File: config.mk
export PLATFORM = sky130hd
export DESIGN_NAME = sdpdr_top
export DESIGN_NICKNAME = d
export VERILOG_FILES = /design/src/common/sdpdr_pkg.sv /design/src/hw/sdpdr_top.sv
export SDC_FILE = /design/constraint.sdc
export NUM_CORES = 1
export LEC_CHECK = 0
export BUFFER_PORTS_ARGS = -buffer_cell sky130_fd_sc_hd__clkbuf_2
export CAP_MARGIN = 5
export CORE_MARGIN = 2
export CORE_UTILIZATION = 48
export DETAILED_ROUTE_END_ITERATION = 7
export PLACE_DENSITY_LB_ADDON = 0.25
export SLEW_MARGIN = 25
export SYNTH_ARGS = -nofsm -noshare
export SYNTH_HDL_FRONTEND = slang
export SYNTH_SLANG_ARGS = --single-unit
File: constraint.sdc
create_clock -name CLOCK_I -period 1.7 [get_ports CLOCK_I]
set_input_delay 0.255 -clock CLOCK_I [delete_from_list [all_inputs] [get_ports CLOCK_I]]
set_output_delay 0.255 -clock CLOCK_I [all_outputs]
set_load 0.05 [all_outputs]
File: src/common/sdpdr_pkg.sv
// How it works
// - power-down entered when clock enable samples low with a no-op or deselect
// - write recovery count taken from mode register 0 bits 11 to 9
// - on power-down entry all buffers off except clock, termination, enable, reset
// - open bank after settling gives active power-down, else precharge power-down
// - in precharge power-down mode bit 12 high keeps loop on, low turns off
// - reset falling during power-down leaves power-down into the reset state
// - exit when enable samples high with no-op; enable then held its pulse time
// - slow exit termination is asynchronous from lead before entry to lead+delay after; the code starts it at entry
// - low reset input is an asynchronous reset acting whenever it falls; the code takes it through a two-stage synchroniser
// - while reset low outputs off, termination off, internal state cleared
// - after reset refresh counters cleared and data unknown; controller reinitialises
package sdpdr_pkg;
    localparam int CLK_PERIOD_NS = 20;
    // locked loop exit delay: greater of 10 clocks or 24 ns
    localparam int XPDLL_MIN_CK = 10;
    localparam int XPDLL_MIN_NS = 24;
    localparam int XPDLL_NS_CK = (XPDLL_MIN_NS + CLK_PERIOD_NS - 1) / CLK_PERIOD_NS;
    localparam logic [7:0] LOCKED_LOOP_EXIT_DELAY = 8'(XPDLL_MIN_CK > XPDLL_NS_CK ? XPDLL_MIN_CK : XPDLL_NS_CK);
    localparam logic [7:0] EXIT_LATENCY = 8'h03;
    localparam logic [7:0] BUFFER_DISABLE_DELAY = 8'h01;
    localparam logic [7:0] TERMINATION_ASYNC_LEAD = 8'h02;
    // register byte offsets
    localparam logic [3:0] MODE0_OFFSET = 4'h0;
    localparam logic [3:0] STATUS_OFFSET = 4'h4;
    localparam logic [3:0] FLAGS_OFFSET = 4'h8;
    localparam logic [3:0] WRREC_OFFSET = 4'hC;
    localparam logic [12:0] MODE0_RESET = 13'h0000;
    localparam int MODE0_FAST_EXIT_BIT = 12;
    localparam int MODE0_WR_LSB = 9;
    localparam int FLAG_DATA_UNKNOWN_BIT = 0;
    localparam int FLAG_LOOP_RESET_BIT = 1;
    localparam logic [1:0] RESP_OKAY = 2'h0;
    localparam logic [1:0] RESP_SLVERR = 2'h2;
    typedef enum logic [2:0] {
        ST_IDLE = 3'b000,
        ST_ACT_PD = 3'b001,
        ST_PRE_FAST = 3'b010,
        ST_PRE_SLOW = 3'b011,
        ST_SETTLE = 3'b100,
        ST_RESET = 3'b101
    } sdpdr_state_t;
endpackage : sdpdr_pkg

File: src/hw/sdpdr_top.sv
`timescale 1ns/1ps
`default_nettype none
module sdpdr_top (
    // clock and reset
    input wire logic CLOCK_I,
    input wire logic RST_N_I,
    // memory pins from the controller
    input wire logic CKE_I,
    input wire logic CS_N_I,
    input wire logic RAS_N_I,
    input wire logic CAS_N_I,
    input wire logic WE_N_I,
    input wire logic MEM_RESET_N_I,
    // core status on the same clock
    input wire logic BANK_OPEN_I,
    input wire logic OPS_BUSY_I,
    input wire logic DLL_LOCKED_I,
    // core control outputs
    output logic BUF_EN_O,
    output logic OUTPUT_EN_O,
    output logic TERM_EN_O,
    output logic ODT_ASYNC_O,
    output logic DLL_ON_O,
    output logic POWER_DOWN_O,
    output logic CMD_READY_O,
    output logic DLL_CMD_READY_O,
    output logic REFRESH_CLR_O,
    output logic CORE_RESET_O,
    // axi4-lite write
    input wire logic [3:0] S_AXI_AWADDR_I,
    input wire logic S_AXI_AWVALID_I,
    output logic S_AXI_AWREADY_O,
    input wire logic [31:0] S_AXI_WDATA_I,
    input wire logic [3:0] S_AXI_WSTRB_I,
    input wire logic S_AXI_WVALID_I,
    output logic S_AXI_WREADY_O,
    output logic [1:0] S_AXI_BRESP_O,
    output logic S_AXI_BVALID_O,
    input wire logic S_AXI_BREADY_I,
    // axi4-lite read
    input wire logic [3:0] S_AXI_ARADDR_I,
    input wire logic S_AXI_ARVALID_I,
    output logic S_AXI_ARREADY_O,
    output logic [31:0] S_AXI_RDATA_O,
    output logic [1:0] S_AXI_RRESP_O,
    output logic S_AXI_RVALID_O,
    input wire logic S_AXI_RREADY_I
);
    // pin synchronisers: stage a feeds stage b only
    logic [5:0] pin_a;
    logic [5:0] pin_b;
    always_ff @(posedge CLOCK_I) begin
        if (!RST_N_I) begin
            pin_a <= 6'h3F;
            pin_b <= 6'h3F;
        end else begin
            pin_a <= {MEM_RESET_N_I, WE_N_I, CAS_N_I, RAS_N_I, CS_N_I, CKE_I};
            pin_b <= pin_a;
        end
    end
    wire cke_s = pin_b[0];
    wire mem_rst_low = !pin_b[5];
    // deselect, or selected with ras, cas and we all high
    wire nop_des = pin_b[1] || (pin_b[4:2] == 3'b111);

    sdpdr_pkg::sdpdr_state_t state;
    sdpdr_pkg::sdpdr_state_t next_state;
    logic [12:0] mode0;
    logic [1:0] flags;
    logic [7:0] cpded_cnt;
    logic [7:0] xp_cnt;
    logic [7:0] xpdll_cnt;
    logic [7:0] odt_cnt;
    logic slow_exit;

    // every power-down flavour, the settle wait included, counts as power-down
    wire in_pd = (state == sdpdr_pkg::ST_ACT_PD) ||
                 (state == sdpdr_pkg::ST_PRE_FAST) ||
                 (state == sdpdr_pkg::ST_PRE_SLOW) ||
                 (state == sdpdr_pkg::ST_SETTLE);
    wire in_reset = (state == sdpdr_pkg::ST_RESET);
    wire in_idle = (state == sdpdr_pkg::ST_IDLE);
    wire in_slow = (state == sdpdr_pkg::ST_PRE_SLOW);
    wire fast_exit_sel = mode0[sdpdr_pkg::MODE0_FAST_EXIT_BIT];
    // precharge choice made only once in-progress work has drained
    wire settled = !OPS_BUSY_I;
    sdpdr_pkg::sdpdr_state_t pd_target;
    sdpdr_pkg::sdpdr_state_t pre_target;
    // an open bank always means active power-down, whatever the exit bit says
    assign pre_target = fast_exit_sel ? sdpdr_pkg::ST_PRE_FAST : sdpdr_pkg::ST_PRE_SLOW;
    assign pd_target = BANK_OPEN_I ? sdpdr_pkg::ST_ACT_PD : pre_target;
    wire enter_pd = in_idle && !mem_rst_low && !cke_s && nop_des;
    wire exit_pd = in_pd && !mem_rst_low && cke_s && nop_des;
    wire enter_rst = mem_rst_low && !in_reset;

    // power-down sequencing; reset pin overrides every state
    always_comb begin
        next_state = state;
        unique case (state)
            sdpdr_pkg::ST_IDLE: begin
                if (mem_rst_low) begin
                    next_state = sdpdr_pkg::ST_RESET;
                end else if (enter_pd) begin
                    next_state = settled ? pd_target : sdpdr_pkg::ST_SETTLE;
                end
            end
            sdpdr_pkg::ST_SETTLE: begin
                if (mem_rst_low) begin
                    next_state = sdpdr_pkg::ST_RESET;
                end else if (exit_pd) begin
                    next_state = sdpdr_pkg::ST_IDLE;
                end else if (settled) begin
                    next_state = pd_target;
                end
            end
            sdpdr_pkg::ST_ACT_PD, sdpdr_pkg::ST_PRE_FAST, sdpdr_pkg::ST_PRE_SLOW: begin
                if (mem_rst_low) begin
                    next_state = sdpdr_pkg::ST_RESET;
                end else if (exit_pd) begin
                    next_state = sdpdr_pkg::ST_IDLE;
                end
            end
            sdpdr_pkg::ST_RESET: begin
                if (!mem_rst_low) begin
                    next_state = sdpdr_pkg::ST_IDLE;
                end
            end
            default: begin
                // codes 6 and 7 are unused; fall back to the safe reset state
                next_state = sdpdr_pkg::ST_RESET;
            end
        endcase
    end

    // state register
    always_ff @(posedge CLOCK_I) begin
        if (!RST_N_I) begin
            state <= sdpdr_pkg::ST_IDLE;
        end else begin
            state <= next_state;
        end
    end

    // remember whether the loop was off so the exit knows which delay applies
    always_ff @(posedge CLOCK_I) begin
        if (!RST_N_I || in_reset) begin
            slow_exit <= 1'b0;
        end else if (in_slow) begin
            slow_exit <= 1'b1;
        end else if (in_pd && next_state == sdpdr_pkg::ST_PRE_SLOW) begin
            slow_exit <= 1'b1;
        end else if (enter_pd) begin
            slow_exit <= 1'b0;
        end
    end

    // buffer disable delay counted from entry; buffers stay on until it runs out
    always_ff @(posedge CLOCK_I) begin
        if (!RST_N_I) begin
            cpded_cnt <= 8'h00;
        end else if (enter_pd) begin
            cpded_cnt <= sdpdr_pkg::BUFFER_DISABLE_DELAY;
        end else if (cpded_cnt != 8'h00) begin
            cpded_cnt <= cpded_cnt - 8'h01;
        end
    end
    assign BUF_EN_O = !(in_pd && cpded_cnt == 8'h00) && !in_reset;

    // exit latency and locked loop delay run from the exit edge
    always_ff @(posedge CLOCK_I) begin
        if (!RST_N_I || in_reset) begin
            xp_cnt <= 8'h00;
            xpdll_cnt <= 8'h00;
        end else if (exit_pd) begin
            xp_cnt <= sdpdr_pkg::EXIT_LATENCY;
            xpdll_cnt <= slow_exit ? sdpdr_pkg::LOCKED_LOOP_EXIT_DELAY : sdpdr_pkg::EXIT_LATENCY;
        end else begin
            if (xp_cnt != 8'h00) begin
                xp_cnt <= xp_cnt - 8'h01;
            end
            if (xpdll_cnt != 8'h00) begin
                xpdll_cnt <= xpdll_cnt - 8'h01;
            end
        end
    end
    assign CMD_READY_O = in_idle && (xp_cnt == 8'h00);
    assign DLL_CMD_READY_O = in_idle && (xpdll_cnt == 8'h00);

    // tail after a slow exit; both constants are small, so the 8-bit sum cannot wrap
    wire [7:0] odt_tail = 8'(sdpdr_pkg::TERMINATION_ASYNC_LEAD + sdpdr_pkg::LOCKED_LOOP_EXIT_DELAY);

    // termination is asynchronous for the whole slow-exit stay plus lead and loop delay after;
    // the lead before entry cannot be seen ahead, so it is covered from the entry edge
    always_ff @(posedge CLOCK_I) begin
        if (!RST_N_I || in_reset) begin
            odt_cnt <= 8'h00;
        end else if (exit_pd && slow_exit) begin
            odt_cnt <= odt_tail;
        end else if (odt_cnt != 8'h00) begin
            odt_cnt <= odt_cnt - 8'h01;
        end
    end
    assign ODT_ASYNC_O = in_slow || (odt_cnt != 8'h00);

    // loop off in slow-exit precharge power-down and while in reset
    assign DLL_ON_O = !in_slow && !in_reset;
    assign POWER_DOWN_O = in_pd;
    assign OUTPUT_EN_O = !in_reset && !in_pd;
    assign TERM_EN_O = !in_reset;
    assign CORE_RESET_O = in_reset;
    // one-cycle pulse on the last reset cycle; counters outside watch it
    assign REFRESH_CLR_O = in_reset && (next_state == sdpdr_pkg::ST_IDLE);

    // axi4-lite slave: one write and one read at a time, answer one cycle after both halves
    logic aw_held;
    logic w_held;
    logic [3:0] aw_addr;
    logic [31:0] w_data;
    logic [3:0] w_strb;
    logic bvalid;
    logic [1:0] bresp;
    logic rvalid;
    logic [1:0] rresp;
    logic [31:0] rdata;

    assign S_AXI_AWREADY_O = !aw_held && !bvalid;
    assign S_AXI_WREADY_O = !w_held && !bvalid;
    wire aw_take = S_AXI_AWVALID_I && S_AXI_AWREADY_O;
    wire w_take = S_AXI_WVALID_I && S_AXI_WREADY_O;
    wire have_aw = aw_held || aw_take;
    wire have_w = w_held || w_take;
    wire do_write = have_aw && have_w && !bvalid;
    wire [3:0] wr_addr = aw_held ? aw_addr : S_AXI_AWADDR_I;
    wire [31:0] wr_data = w_held ? w_data : S_AXI_WDATA_I;
    wire [3:0] wr_strb = w_held ? w_strb : S_AXI_WSTRB_I;
    wire wr_mode0 = do_write && (wr_addr == sdpdr_pkg::MODE0_OFFSET);
    wire wr_flags = do_write && (wr_addr == sdpdr_pkg::FLAGS_OFFSET) && wr_strb[0];
    wire wr_mapped = (wr_addr == sdpdr_pkg::MODE0_OFFSET) || (wr_addr == sdpdr_pkg::FLAGS_OFFSET);
    wire [31:0] byte_mask = {{8{wr_strb[3]}}, {8{wr_strb[2]}}, {8{wr_strb[1]}}, {8{wr_strb[0]}}};
    wire [12:0] next_mode0 = (mode0 & ~byte_mask[12:0]) | (wr_data[12:0] & byte_mask[12:0]);

    always_ff @(posedge CLOCK_I) begin
        if (!RST_N_I) begin
            aw_held <= 1'b0;
            w_held <= 1'b0;
            aw_addr <= 4'h0;
            w_data <= 32'h00000000;
            w_strb <= 4'h0;
        end else begin
            if (aw_take) begin
                aw_addr <= S_AXI_AWADDR_I;
            end
            if (w_take) begin
                w_data <= S_AXI_WDATA_I;
                w_strb <= S_AXI_WSTRB_I;
            end
            aw_held <= do_write ? 1'b0 : have_aw;
            w_held <= do_write ? 1'b0 : have_w;
        end
    end

    // write response
    always_ff @(posedge CLOCK_I) begin
        if (!RST_N_I) begin
            bvalid <= 1'b0;
            bresp <= sdpdr_pkg::RESP_OKAY;
        end else if (do_write) begin
            bvalid <= 1'b1;
            bresp <= wr_mapped ? sdpdr_pkg::RESP_OKAY : sdpdr_pkg::RESP_SLVERR;
        end else if (S_AXI_BREADY_I) begin
            bvalid <= 1'b0;
        end
    end
    assign S_AXI_BVALID_O = bvalid;
    assign S_AXI_BRESP_O = bresp;

    // mode register shadow; pin reset returns it to its reset value
    always_ff @(posedge CLOCK_I) begin
        if (!RST_N_I) begin
            mode0 <= sdpdr_pkg::MODE0_RESET;
        end else if (in_reset) begin
            mode0 <= sdpdr_pkg::MODE0_RESET;
        end else if (wr_mode0) begin
            mode0 <= next_mode0;
        end
    end

    // sticky flags, write one to clear; a setting event wins over the clear
    wire set_unknown = enter_rst;
    wire set_loop_reset = enter_pd && !DLL_LOCKED_I;
    wire [1:0] flag_set = {set_loop_reset, set_unknown};
    wire [1:0] flag_clr = wr_flags ? wr_data[1:0] : 2'b00;
    always_ff @(posedge CLOCK_I) begin
        if (!RST_N_I) begin
            flags <= 2'b00;
        end else begin
            flags <= (flags & ~flag_clr) | flag_set;
        end
    end

    // write recovery clocks used by the controller for entry after a write
    // raw field value; the controller side does the clock arithmetic
    wire [2:0] wr_recovery = mode0[sdpdr_pkg::MODE0_WR_LSB +: 3];

    // status word: 20 spare bits, 8 flags, 1 zero bit, 3 state bits
    wire [31:0] status_word = {20'h00000, in_pd, slow_exit, BUF_EN_O, ODT_ASYNC_O, DLL_ON_O,
                               DLL_CMD_READY_O, CMD_READY_O, CORE_RESET_O, 1'b0, state};
    // flags word
    wire [31:0] flags_word = {30'h00000000,
                              flags[sdpdr_pkg::FLAG_LOOP_RESET_BIT],
                              flags[sdpdr_pkg::FLAG_DATA_UNKNOWN_BIT]};
    wire rd_mode0 = (S_AXI_ARADDR_I == sdpdr_pkg::MODE0_OFFSET);
    wire rd_status = (S_AXI_ARADDR_I == sdpdr_pkg::STATUS_OFFSET);
    wire rd_flags = (S_AXI_ARADDR_I == sdpdr_pkg::FLAGS_OFFSET);
    wire rd_wrrec = (S_AXI_ARADDR_I == sdpdr_pkg::WRREC_OFFSET);
    wire rd_mapped = rd_mode0 || rd_status || rd_flags || rd_wrrec;
    wire [31:0] rd_word = rd_mode0 ? {19'h00000, mode0} :
                          rd_status ? status_word :
                          rd_flags ? flags_word :
                          rd_wrrec ? {29'h00000000, wr_recovery} : 32'h00000000;

    assign S_AXI_ARREADY_O = !rvalid;
    wire ar_take = S_AXI_ARVALID_I && S_AXI_ARREADY_O;

    // read answer registered, held until taken
    always_ff @(posedge CLOCK_I) begin
        if (!RST_N_I) begin
            rvalid <= 1'b0;
            rresp <= sdpdr_pkg::RESP_OKAY;
            rdata <= 32'h00000000;
        end else if (ar_take) begin
            rvalid <= 1'b1;
            rresp <= rd_mapped ? sdpdr_pkg::RESP_OKAY : sdpdr_pkg::RESP_SLVERR;
            rdata <= rd_word;
        end else if (S_AXI_RREADY_I) begin
            rvalid <= 1'b0;
        end
    end
    assign S_AXI_RVALID_O = rvalid;
    assign S_AXI_RRESP_O = rresp;
    assign S_AXI_RDATA_O = rdata;
endmodule : sdpdr_top
`default_nettype wire

**Word level (Yosys, flattened, before mapping)**

Index checks and enable logic that the tools add are counted.

- Word-level logic and storage cells: 159
- Bits of input ports: 60
- Flip-flop bits (word level): 122

- Eq/ne operators: 11
- Add/sub/neg operators: 4
- Muxes and demuxes: 38
- Reduce and logical (&&, ||, !) cells: 75
- Bitwise operators: 8

Operator list:

| operator | number |
|---|---|
| $mux 3 | 11 |
| $reduce_bool 8->1 | 4 |
| $sub 8x1->8 const B | 4 |
| $logic_and 1x1->1 | 27 |
| $and 13x13->13 | 2 |
| $mux 13 | 2 |
| $logic_not 8->1 | 3 |
| $mux 4 | 4 |
| $mux 8 | 2 |
| $mux 2 | 7 |
| $not 13->13 | 1 |
| $or 13x13->13 | 1 |
| $eq 4x4->1 const B | 3 |
| $logic_not 1->1 | 12 |
| $logic_or 1x1->1 | 12 |
| $mux 12 | 1 |
| $pmux 3 s4 | 1 |
| $reduce_bool 2->1 | 6 |
| $mux 1 | 10 |
| $reduce_or 2->1 | 5 |
| $eq 3x2->1 const B | 3 |
| $eq 3x3->1 const B | 3 |
| $logic_not 4->1 | 2 |
| $logic_not 3->1 | 2 |
| 8 further kinds | 8 |

**Longest topological paths before layout**

Gate-level depths: netlist of run 1.

- Word-level depth: 14
- Depth in mapped cells: 7
- Gate-level depth less buffers: 7

**Worst setup path before layout of run 1**

Ideal clock, no wire load.

- Path kind: flip-flop to flip-flop
- Start point: register state[1]
- End point: register rdata[9], in the netlist S_AXI_RDATA_O[9]
- Library setup time: 0.067 ns
- Cell stages (with the launch flop): 8
- Data required time: 1.633 ns
- Data arrival time: 2.666 ns
- Period minus slack after synthesis: 2.733 ns
- Path buffers: 1
- Path slack: -1.033 ns
- Cell sequence: dfxtp_1 -> buf_4 -> inv_1 -> nand3_1 -> inv_1 -> a21oi_1 -> a221oi_1 -> nor2_1

- Elaborated cells on any way between the ends: 14
- Classes of those cells: 5 x eq/ne; 2 x mux; 7 x reduce/logical

RTL lines:

| what | line | RTL |
|---|---|---|
| from (decl) | sdpdr_top.sv:66 | `sdpdr_pkg::sdpdr_state_t state;` |
| from (signal assigned) | sdpdr_top.sv:138 | `state <= sdpdr_pkg::ST_IDLE;` |
| from (signal assigned) | sdpdr_top.sv:140 | `state <= next_state;` |
| $eq 3x3->1 | sdpdr_top.sv:81 | `wire in_reset = (state == sdpdr_pkg::ST_RESET);` |
| $logic_not 1->1 | n/a |  |
| net TERM_EN_O | sdpdr_top.sv:21 | `output logic TERM_EN_O,` |
| $logic_and 1x1->1 | sdpdr_top.sv:167 | `assign BUF_EN_O = !(in_pd && cpded_cnt == 8'h00) && !in_reset;` |
| net BUF_EN_O | sdpdr_top.sv:19 | `output logic BUF_EN_O,` |
| $mux 12 | sdpdr_top.sv:318 | `rd_status ? status_word :` |
| $mux 13 | sdpdr_top.sv:317 | `wire [31:0] rd_word = rd_mode0 ? {19'h00000, mode0} :` |
| to (signal assigned) | sdpdr_top.sv:334 | `rdata <= rd_word;` |
| to (decl) | sdpdr_top.sv:224 | `logic [31:0] rdata;` |

The timed path passes the listed nets, and every way through them passes these cells.
A chain may end at the register's enable or synchronous reset.

**Worst setup path in the final report of run 1**

- Start point: register state[1]
- End point: output port BUF_EN_O

- Cells in the longest elaborated chain, start to end: 7
- Elaborated cells on any way between the ends: 12
- Classes of those cells: 5 x eq/ne; 7 x reduce/logical

RTL lines:

| what | line | RTL |
|---|---|---|
| $eq 3x1->1 or $eq 3x2->1 (tied branches) | sdpdr_top.sv:77, sdpdr_top.sv:78 |  |
| $logic_or 1x1->1 | sdpdr_top.sv:77 | `wire in_pd = (state == sdpdr_pkg::ST_ACT_PD) \|\|` |
| $logic_or 1x1->1 | sdpdr_top.sv:78 | `(state == sdpdr_pkg::ST_PRE_FAST) \|\|` |
| $logic_or 1x1->1 | sdpdr_top.sv:79 | `(state == sdpdr_pkg::ST_PRE_SLOW) \|\|` |
| $logic_and 1x1->1 | sdpdr_top.sv:167 |  |
| $logic_not 1->1 | sdpdr_top.sv:167 |  |
| $logic_and 1x1->1 (*) | sdpdr_top.sv:167 |  |
| to (decl) | sdpdr_top.sv:19 |  |

Mark *: on every way between the ends. The rest lies on a longest branch, timed or not.

==> impl_metrics.csv, run 1 <==
group,metric,value,unit
placed_design,place_ws,-0.0566,ns
timing,tightest_slew,0.500,ns
synth,synth_top_cell_by_area,"dfxtp_1",
floorplan,initial_core_util,49.8,%
timing,rsz0062_at_grt,"yes",
synth,ys_types,59,
grt,grt_start_max_net_pins,40,
synth,syn_area_per_cell,8.57,sq um
floorplan,coreArea,9330,sq um
clock_tree,ctsHoldBuffers,0,
synth,yosysMostFrequentCell,"dfxtp_1",
detailed_routing,antenna_left,0,
timing,slew_viol_final,0,
detailed_routing,drc,0,
detailed_routing,first_iter_violations,199,
hold_path,hold_path_class,"in -> reg",
clock_tree,clk_pin_slew,0.09,ns
floorplan,num_rows,35,
grt,overflow,0,
synth,yosysWarningCount,0,
placed_design,dp_cells,744,
detailed_routing,wl_met3,587,um
cells_and_area,layout-drive-gt1-share,33.8,%
grt,grt_pass1_wl,18.5,mm
grt,grt_usage,22.4,%
synth,async_flop_share,0,%
worst_setup_path,required,1.44,ns
timing,final.period_utilization,113,%
placed_design,placement.io_buffers,68,
detailed_routing,viasPerCell,5.29,
detailed_routing,met2_length,5.95,mm
timing,period_needed,1.92,ns
floorplan,die_h,102,um
power_and_ir_drop,power_leakage,2.47,nW
grt,grt_pass1_vias,3983,
placed_design,routabilityCongestion,0.868,
detailed_routing,via_count,4126,
synth,synthTopCellsByArea,"dfxtp_1 44%, nor2_1 6.1%, nand2_1 4.5%",
grt,grt_antenna_before_repair,0,
timing,slew_headroom,66.6,%
synth,ys_top_cells_by_count,"101 x dfxtp_1, 75 x nor2_1, 56 x nand2_1",
outcome,status,"complete, but fails checks",
run,max-cap-violations,0,
worst_setup_path,end_kind,"output pin",
detailed_routing,wl_met1,4.78,mm
floorplan,io_pins,111,
synth,synth_ff_type,"dfxtp_1",
timing,clock.fmax,522,MHz
synth,syn_inst,542,
power_and_ir_drop,vdd_drop_max,940,uV
worst_setup_path,cp_max_fo,4,
floorplan,die_area,10500,sq um
timing,setup_ws,-0.217,ns
worst_setup_path,worst-setup-path-type,"reg -> out",
detailed_routing,drt-pass1-iter-count,4,
timing,hold_viol,0,
cells_and_area,fin_util,64.3,%
synth,synth_edf_count,0,
power_and_ir_drop,cellPowerDensity,1460,nW/um^2
cells_and_area,fillers,800,
cells_and_area,ff_latch_area,2050,sq um
cells_and_area,nNetsFinal,711,
worst_setup_path,worstSetupStartpointType,"register",
clock_tree,cts_root_buf,"clkbuf_8",
synth,yosys_register_bits,101,
floorplan,fp.dieW,102,um
detailed_routing,wl_per_cell,14.7,um
worst_setup_path,cp.arrival,1.66,ns
cells_and_area,final_cells,780,
clock_tree,htreeDepth,3,
cells_and_area,area_growth,29.2,%
timing,finalClockSkew,0.0112,ns
synth,synth_top_area_share,43.5,%
clock_tree,clk-insertion-delay-late,0.36,ns
synth,ys_seq_area_share,43.5,%
cells_and_area,antenna_cells,0,
clock_tree,clk_path_buf_depth,2,
clock_tree,cts_sinks,101,
synth,synth_area,4650,sq um
timing,setup_violations,9,
clock_tree,cts_buffers,9,
clock_tree,cts_tree,"built",
cells_and_area,multiInputGateArea,2600,sq um
detailed_routing,drt_wl_total,11.5,mm
placed_design,hpwl,7.95,mm
outcome,violations,"negative setup slack",
detailed_routing,dr.max_layer_used,"met4",
==> cells by family (layout without fill, tap and decap cells) <==
group / count (synthesis) / in the layout / share of synthesized area (%)
other: 1 / 21 / 0.0807
and+or+nand+nor: 224 / 225 / 24.0
buffers and inverters: 71 / 159 / 8.05
AOI/OAI and AO/OA: 98 / 98 / 14.5
DFF: 101 / 101 / 43.5
xor gates and xnor gates: 21 / 21 / 3.96
muxes: 21 / 21 / 4.61
adders and majority gates: 5 / 5 / 1.35
==> report_power, final <==
group / total [mW] / switching, mW / internal, mW
clock network: 1.66 / 0.830 / 0.831
logic: 3.94 / 2.06 / 1.89
registers: 3.16 / 0.373 / 2.78
==> through the flow <==
step	hold WS (ns)	power, mW	instance area, sq um	TNS, ns
after floorplan	0.348	5.63	4840	-0.768
after global placement	0.393	6.45	5410	-0.0469
after detailed placement	0.394	6.57	5410	-0.331
after CTS	0.0479	8.60	5860	-1.02
after global routing	0.0553	9.30	6000	-1.78
final	0.0529	8.76	6000	-0.961
==> cell usage in the layout (no fill, tap or decap), drive strengths merged, types with 3 or more instances in the layout <==
cell	Yosys	routed
dfxtp	101	101
nor2	76	77
clkbuf	17	70
buf	33	62
nand2	56	56
a21oi	38	38
conb	1	21
inv	21	21
nor3	19	19
mux2i	18	18
nand2b	16	16
nand3	14	14
xnor2	13	13
a211oi	12	12
o21ai	9	9
xor2	8	8
a221oi	8	8
nor4	8	8
nor3b	7	7
a31oi	7	7
or3	6	6
o221a	5	5
and2	5	5
ha	5	5
nor2b	3	3
mux2	3	3
nor4b	3	3
o22ai	3	3
==> cell type report <==
cell class / instances / area share [%]
sequential: 101 / 34.1
multi-input combinational: 391 / 43.3
inverter: 21 / 1.46
clock buffer: 10 / 2.13
clock inverter: 6 / 1.44
timing repair buffer: 122 / 14.9
tap: 129 / 2.69
==> repair_timing <==
item	4_1_cts	5_1_grt
setup endpoints to repair	23	46
pin swaps	9	11
buffers inserted	17	2
resized for setup	35	36
cloned	0	1
==> worst paths after layout <==
check                                     from        endpoint  slack [ns]  cells past startpoint
worst max-delay path                  state[1]        BUF_EN_O       -0.22                      4
worst min-delay path            S_AXI_RREADY_I  S_AXI_RVALID_O        0.05                      2
worst max register to register        state[1]      odt_cnt[1]       -0.01                      6
worst min register to register        pin_a[2]        pin_b[2]        0.42                      1
==> metal layers <==
| metal | vias up | GRT usage, % |
|---|---|---|
| met2 | 109 | 40.3 |
| met4 | 0 | 7.59 |
| li1 | 2044 | - |
| met3 | 12 | 4.79 |
| met5 | - | 0 |
| met1 | 1961 | 26.5 |
==> critical path, cell delays in order (launching register included) <==
cell     delay, ns
dfxtp_4       0.38
or3_4         0.39
and2_4        0.18
a21oi_4       0.18
buf_12        0.16
(Power assumes the default switching activity.)
==> run 2: changes to the inputs <==
- MAX_ROUTING_LAYER: unset -> met4
==> run 2 against run 1 <==
  * The flow still finishes with violations (negative setup slack)
  * Register-to-register slack hardly changed
  * Clock-buffer cell count did not move
  * Global-route usage up 0.67 points
  * Die area unchanged
  * Clock power is essentially flat
  * Critical path depth is the same
  * Final cell count unchanged
  * Sequential power is essentially flat
  * First-iteration DRC count increased by 5.5%
==> impl_metrics.csv, run 2 (synthesis results as in run 1) <==
group,metric,value,unit
outcome,status,"complete, but fails checks",
outcome,violations,"negative setup slack",
timing,final.period_utilization,113,%
power_and_ir_drop,p_sw,3.25,mW
power_and_ir_drop,seq_power_share,36.1,%
floorplan,coreArea,9330,sq um
floorplan,die_area,10500,sq um
cells_and_area,layout-drive-gt1-share,33.8,%
floorplan,initial_core_util,49.8,%
cells_and_area,antenna_cells,0,
power_and_ir_drop,combPwrFrac,45.0,%
detailed_routing,wl_per_cell,14.6,um
detailed_routing,drt-pass1-iter-count,4,
power_and_ir_drop,power_leakage,2.47,nW
clock_tree,cts_sinks,101,
clock_tree,ctsHoldBuffers,0,
timing,whs,0.0526,ns
detailed_routing,antenna_left,0,
grt,grt_start_max_net_pins,40,
clock_tree,cts_tree,"built",
detailed_routing,drc,0,
worst_setup_path,required,1.44,ns
detailed_routing,via_count,4092,
power_and_ir_drop,cellPowerDensity,1460,nW/um^2
cells_and_area,final_common_cell,"dfxtp_1",
grt,grt_pass1_wl,18.5,mm
hold_path,hold_path_class,"in -> reg",
placed_design,routabilityCongestion,0.882,
placed_design,place_ws,-0.0566,ns
cells_and_area,layout_common_cells,"87 x dfxtp_1, 64 x nor2_1, 59 x clkbuf_2",
clock_tree,cts_buffers,9,
timing,setup_violations,9,
grt,overflow,0,
timing,finalClockSkew,0.0105,ns
timing,slew_viol_final,0,
clock_tree,htreeDepth,3,
power_and_ir_drop,switching_share,37.1,%
grt,grt_pass1_vias,3992,
power_and_ir_drop,p_clk_share,18.9,%
grt,grt_antenna_before_repair,0,
timing,setup_ws,-0.214,ns
worst_setup_path,worst-setup-path-type,"reg -> out",
timing,hold_viol,0,
power_and_ir_drop,p_int,5.50,mW
cells_and_area,nNetsFinal,711,
floorplan,die_h,102,um
power_and_ir_drop,vdd_drop_max,940,uV
floorplan,num_rows,35,
timing,period_needed,1.91,ns
grt,grt_usage,23.1,%
worst_setup_path,cp_max_fo,4,
run,max-cap-violations,0,
detailed_routing,first_iter_violations,210,
placed_design,placement.io_buffers,68,
worst_setup_path,cp.arrival,1.66,ns
timing,rsz0062_at_grt,"yes",
timing,clock.fmax,522,MHz
clock_tree,clk_path_buf_depth,2,
clock_tree,cts_root_buf,"clkbuf_8",
worst_setup_path,end_kind,"output pin",
cells_and_area,fillers,802,
clock_tree,clk-insertion-delay-late,0.37,ns
floorplan,fp.dieW,102,um
detailed_routing,drt_wl_total,11.4,mm
cells_and_area,area_growth,29.1,%
placed_design,hpwl,7.95,mm
clock_tree,clk_pin_slew,0.10,ns
detailed_routing,viasPerCell,5.25,
floorplan,io_pins,111,
worst_setup_path,worstSetupStartpointType,"register",
-- run 2: cell types whose count changed in the layout (fill, tap and decap cells not counted) --
cell	change
buf_6	-1
buf_4	+1
-- run 2: worst max-delay path, stage by stage (launching register included) --
cell and delay (ns):
dfxtp_4 0.38, or3_4 0.39, and2_4 0.18, a21oi_4 0.18, buf_12 0.16
-- run 2: metrics by stage --
step | util (%) | TNS (ns) | area [sq um] | std cells | power [mW]
6_report | 64.3 | -0.948 | 6000 | 780 | 8.75
5_1_grt | 64.3 | -1.78 | 6000 | 780 | 9.30
4_1_cts | 62.9 | -1.02 | 5860 | 777 | 8.60
3_5_place_dp | 58.0 | -0.331 | 5410 | 744 | 6.57
3_3_place_gp | 58.0 | -0.0469 | 5410 | 744 | 6.45
2_1_floorplan | - | -0.768 | 4840 | 562 | 5.63
-- run 2: repair_timing --
| item | in CTS | in global routing |
|---|---|---|
| gates cloned | 0 | 1 |
| gates resized for setup | 35 | 35 |
| pin swaps | 9 | 11 |
| hold endpoints to repair | 0 | 0 |
| setup endpoints to repair | 23 | 45 |
| buffers inserted | 17 | 2 |
-- run 2: final cells by class --
type	count	area [sq um]	share of cell area, %
clock inverters	6	86.3	1.44
flip-flops and latches	101	2050	34.2
well taps	129	161	2.69
clock buffers	10	128	2.13
inverters	21	87.6	1.46
repair buffers	122	890	14.8
multi-input cells	391	2600	43.3
-- run 2: power groups by stage --
stage	Combinational, mW	Sequential (mW)	Clock (mW)
finish	3.94	3.16	1.65
global placement	3.33	3.12	0
CTS	3.78	3.13	1.69
floorplan	2.46	3.16	0
global route	4.32	3.21	1.77
detailed placement	3.42	3.15	0
-- run 2: final timing paths --
kind / from / to / slack [ns] / cells past startpoint
setup reg to reg: state[1] / odt_cnt[1] / -0.01 / 6
hold / removal: S_AXI_RREADY_I / S_AXI_RVALID_O / 0.05 / 2
setup / recovery: state[1] / BUF_EN_O / -0.21 / 4
hold reg to reg: pin_a[2] / pin_b[2] / 0.42 / 1
-- run 2: layer usage --
layer | routed length [um] | share of wire, % | global-route usage, % | vias to the layer above
li1 | - | - | - | 2050
met1 | 4800 | 42 | 26.6 | 1937
met2 | 5940 | 52 | 40.4 | 94
met3 | 528 | 4.6 | 4.51 | 11
met4 | 141 | 1.2 | 7.59 | 0
met5 | 0 | 0 | - | -
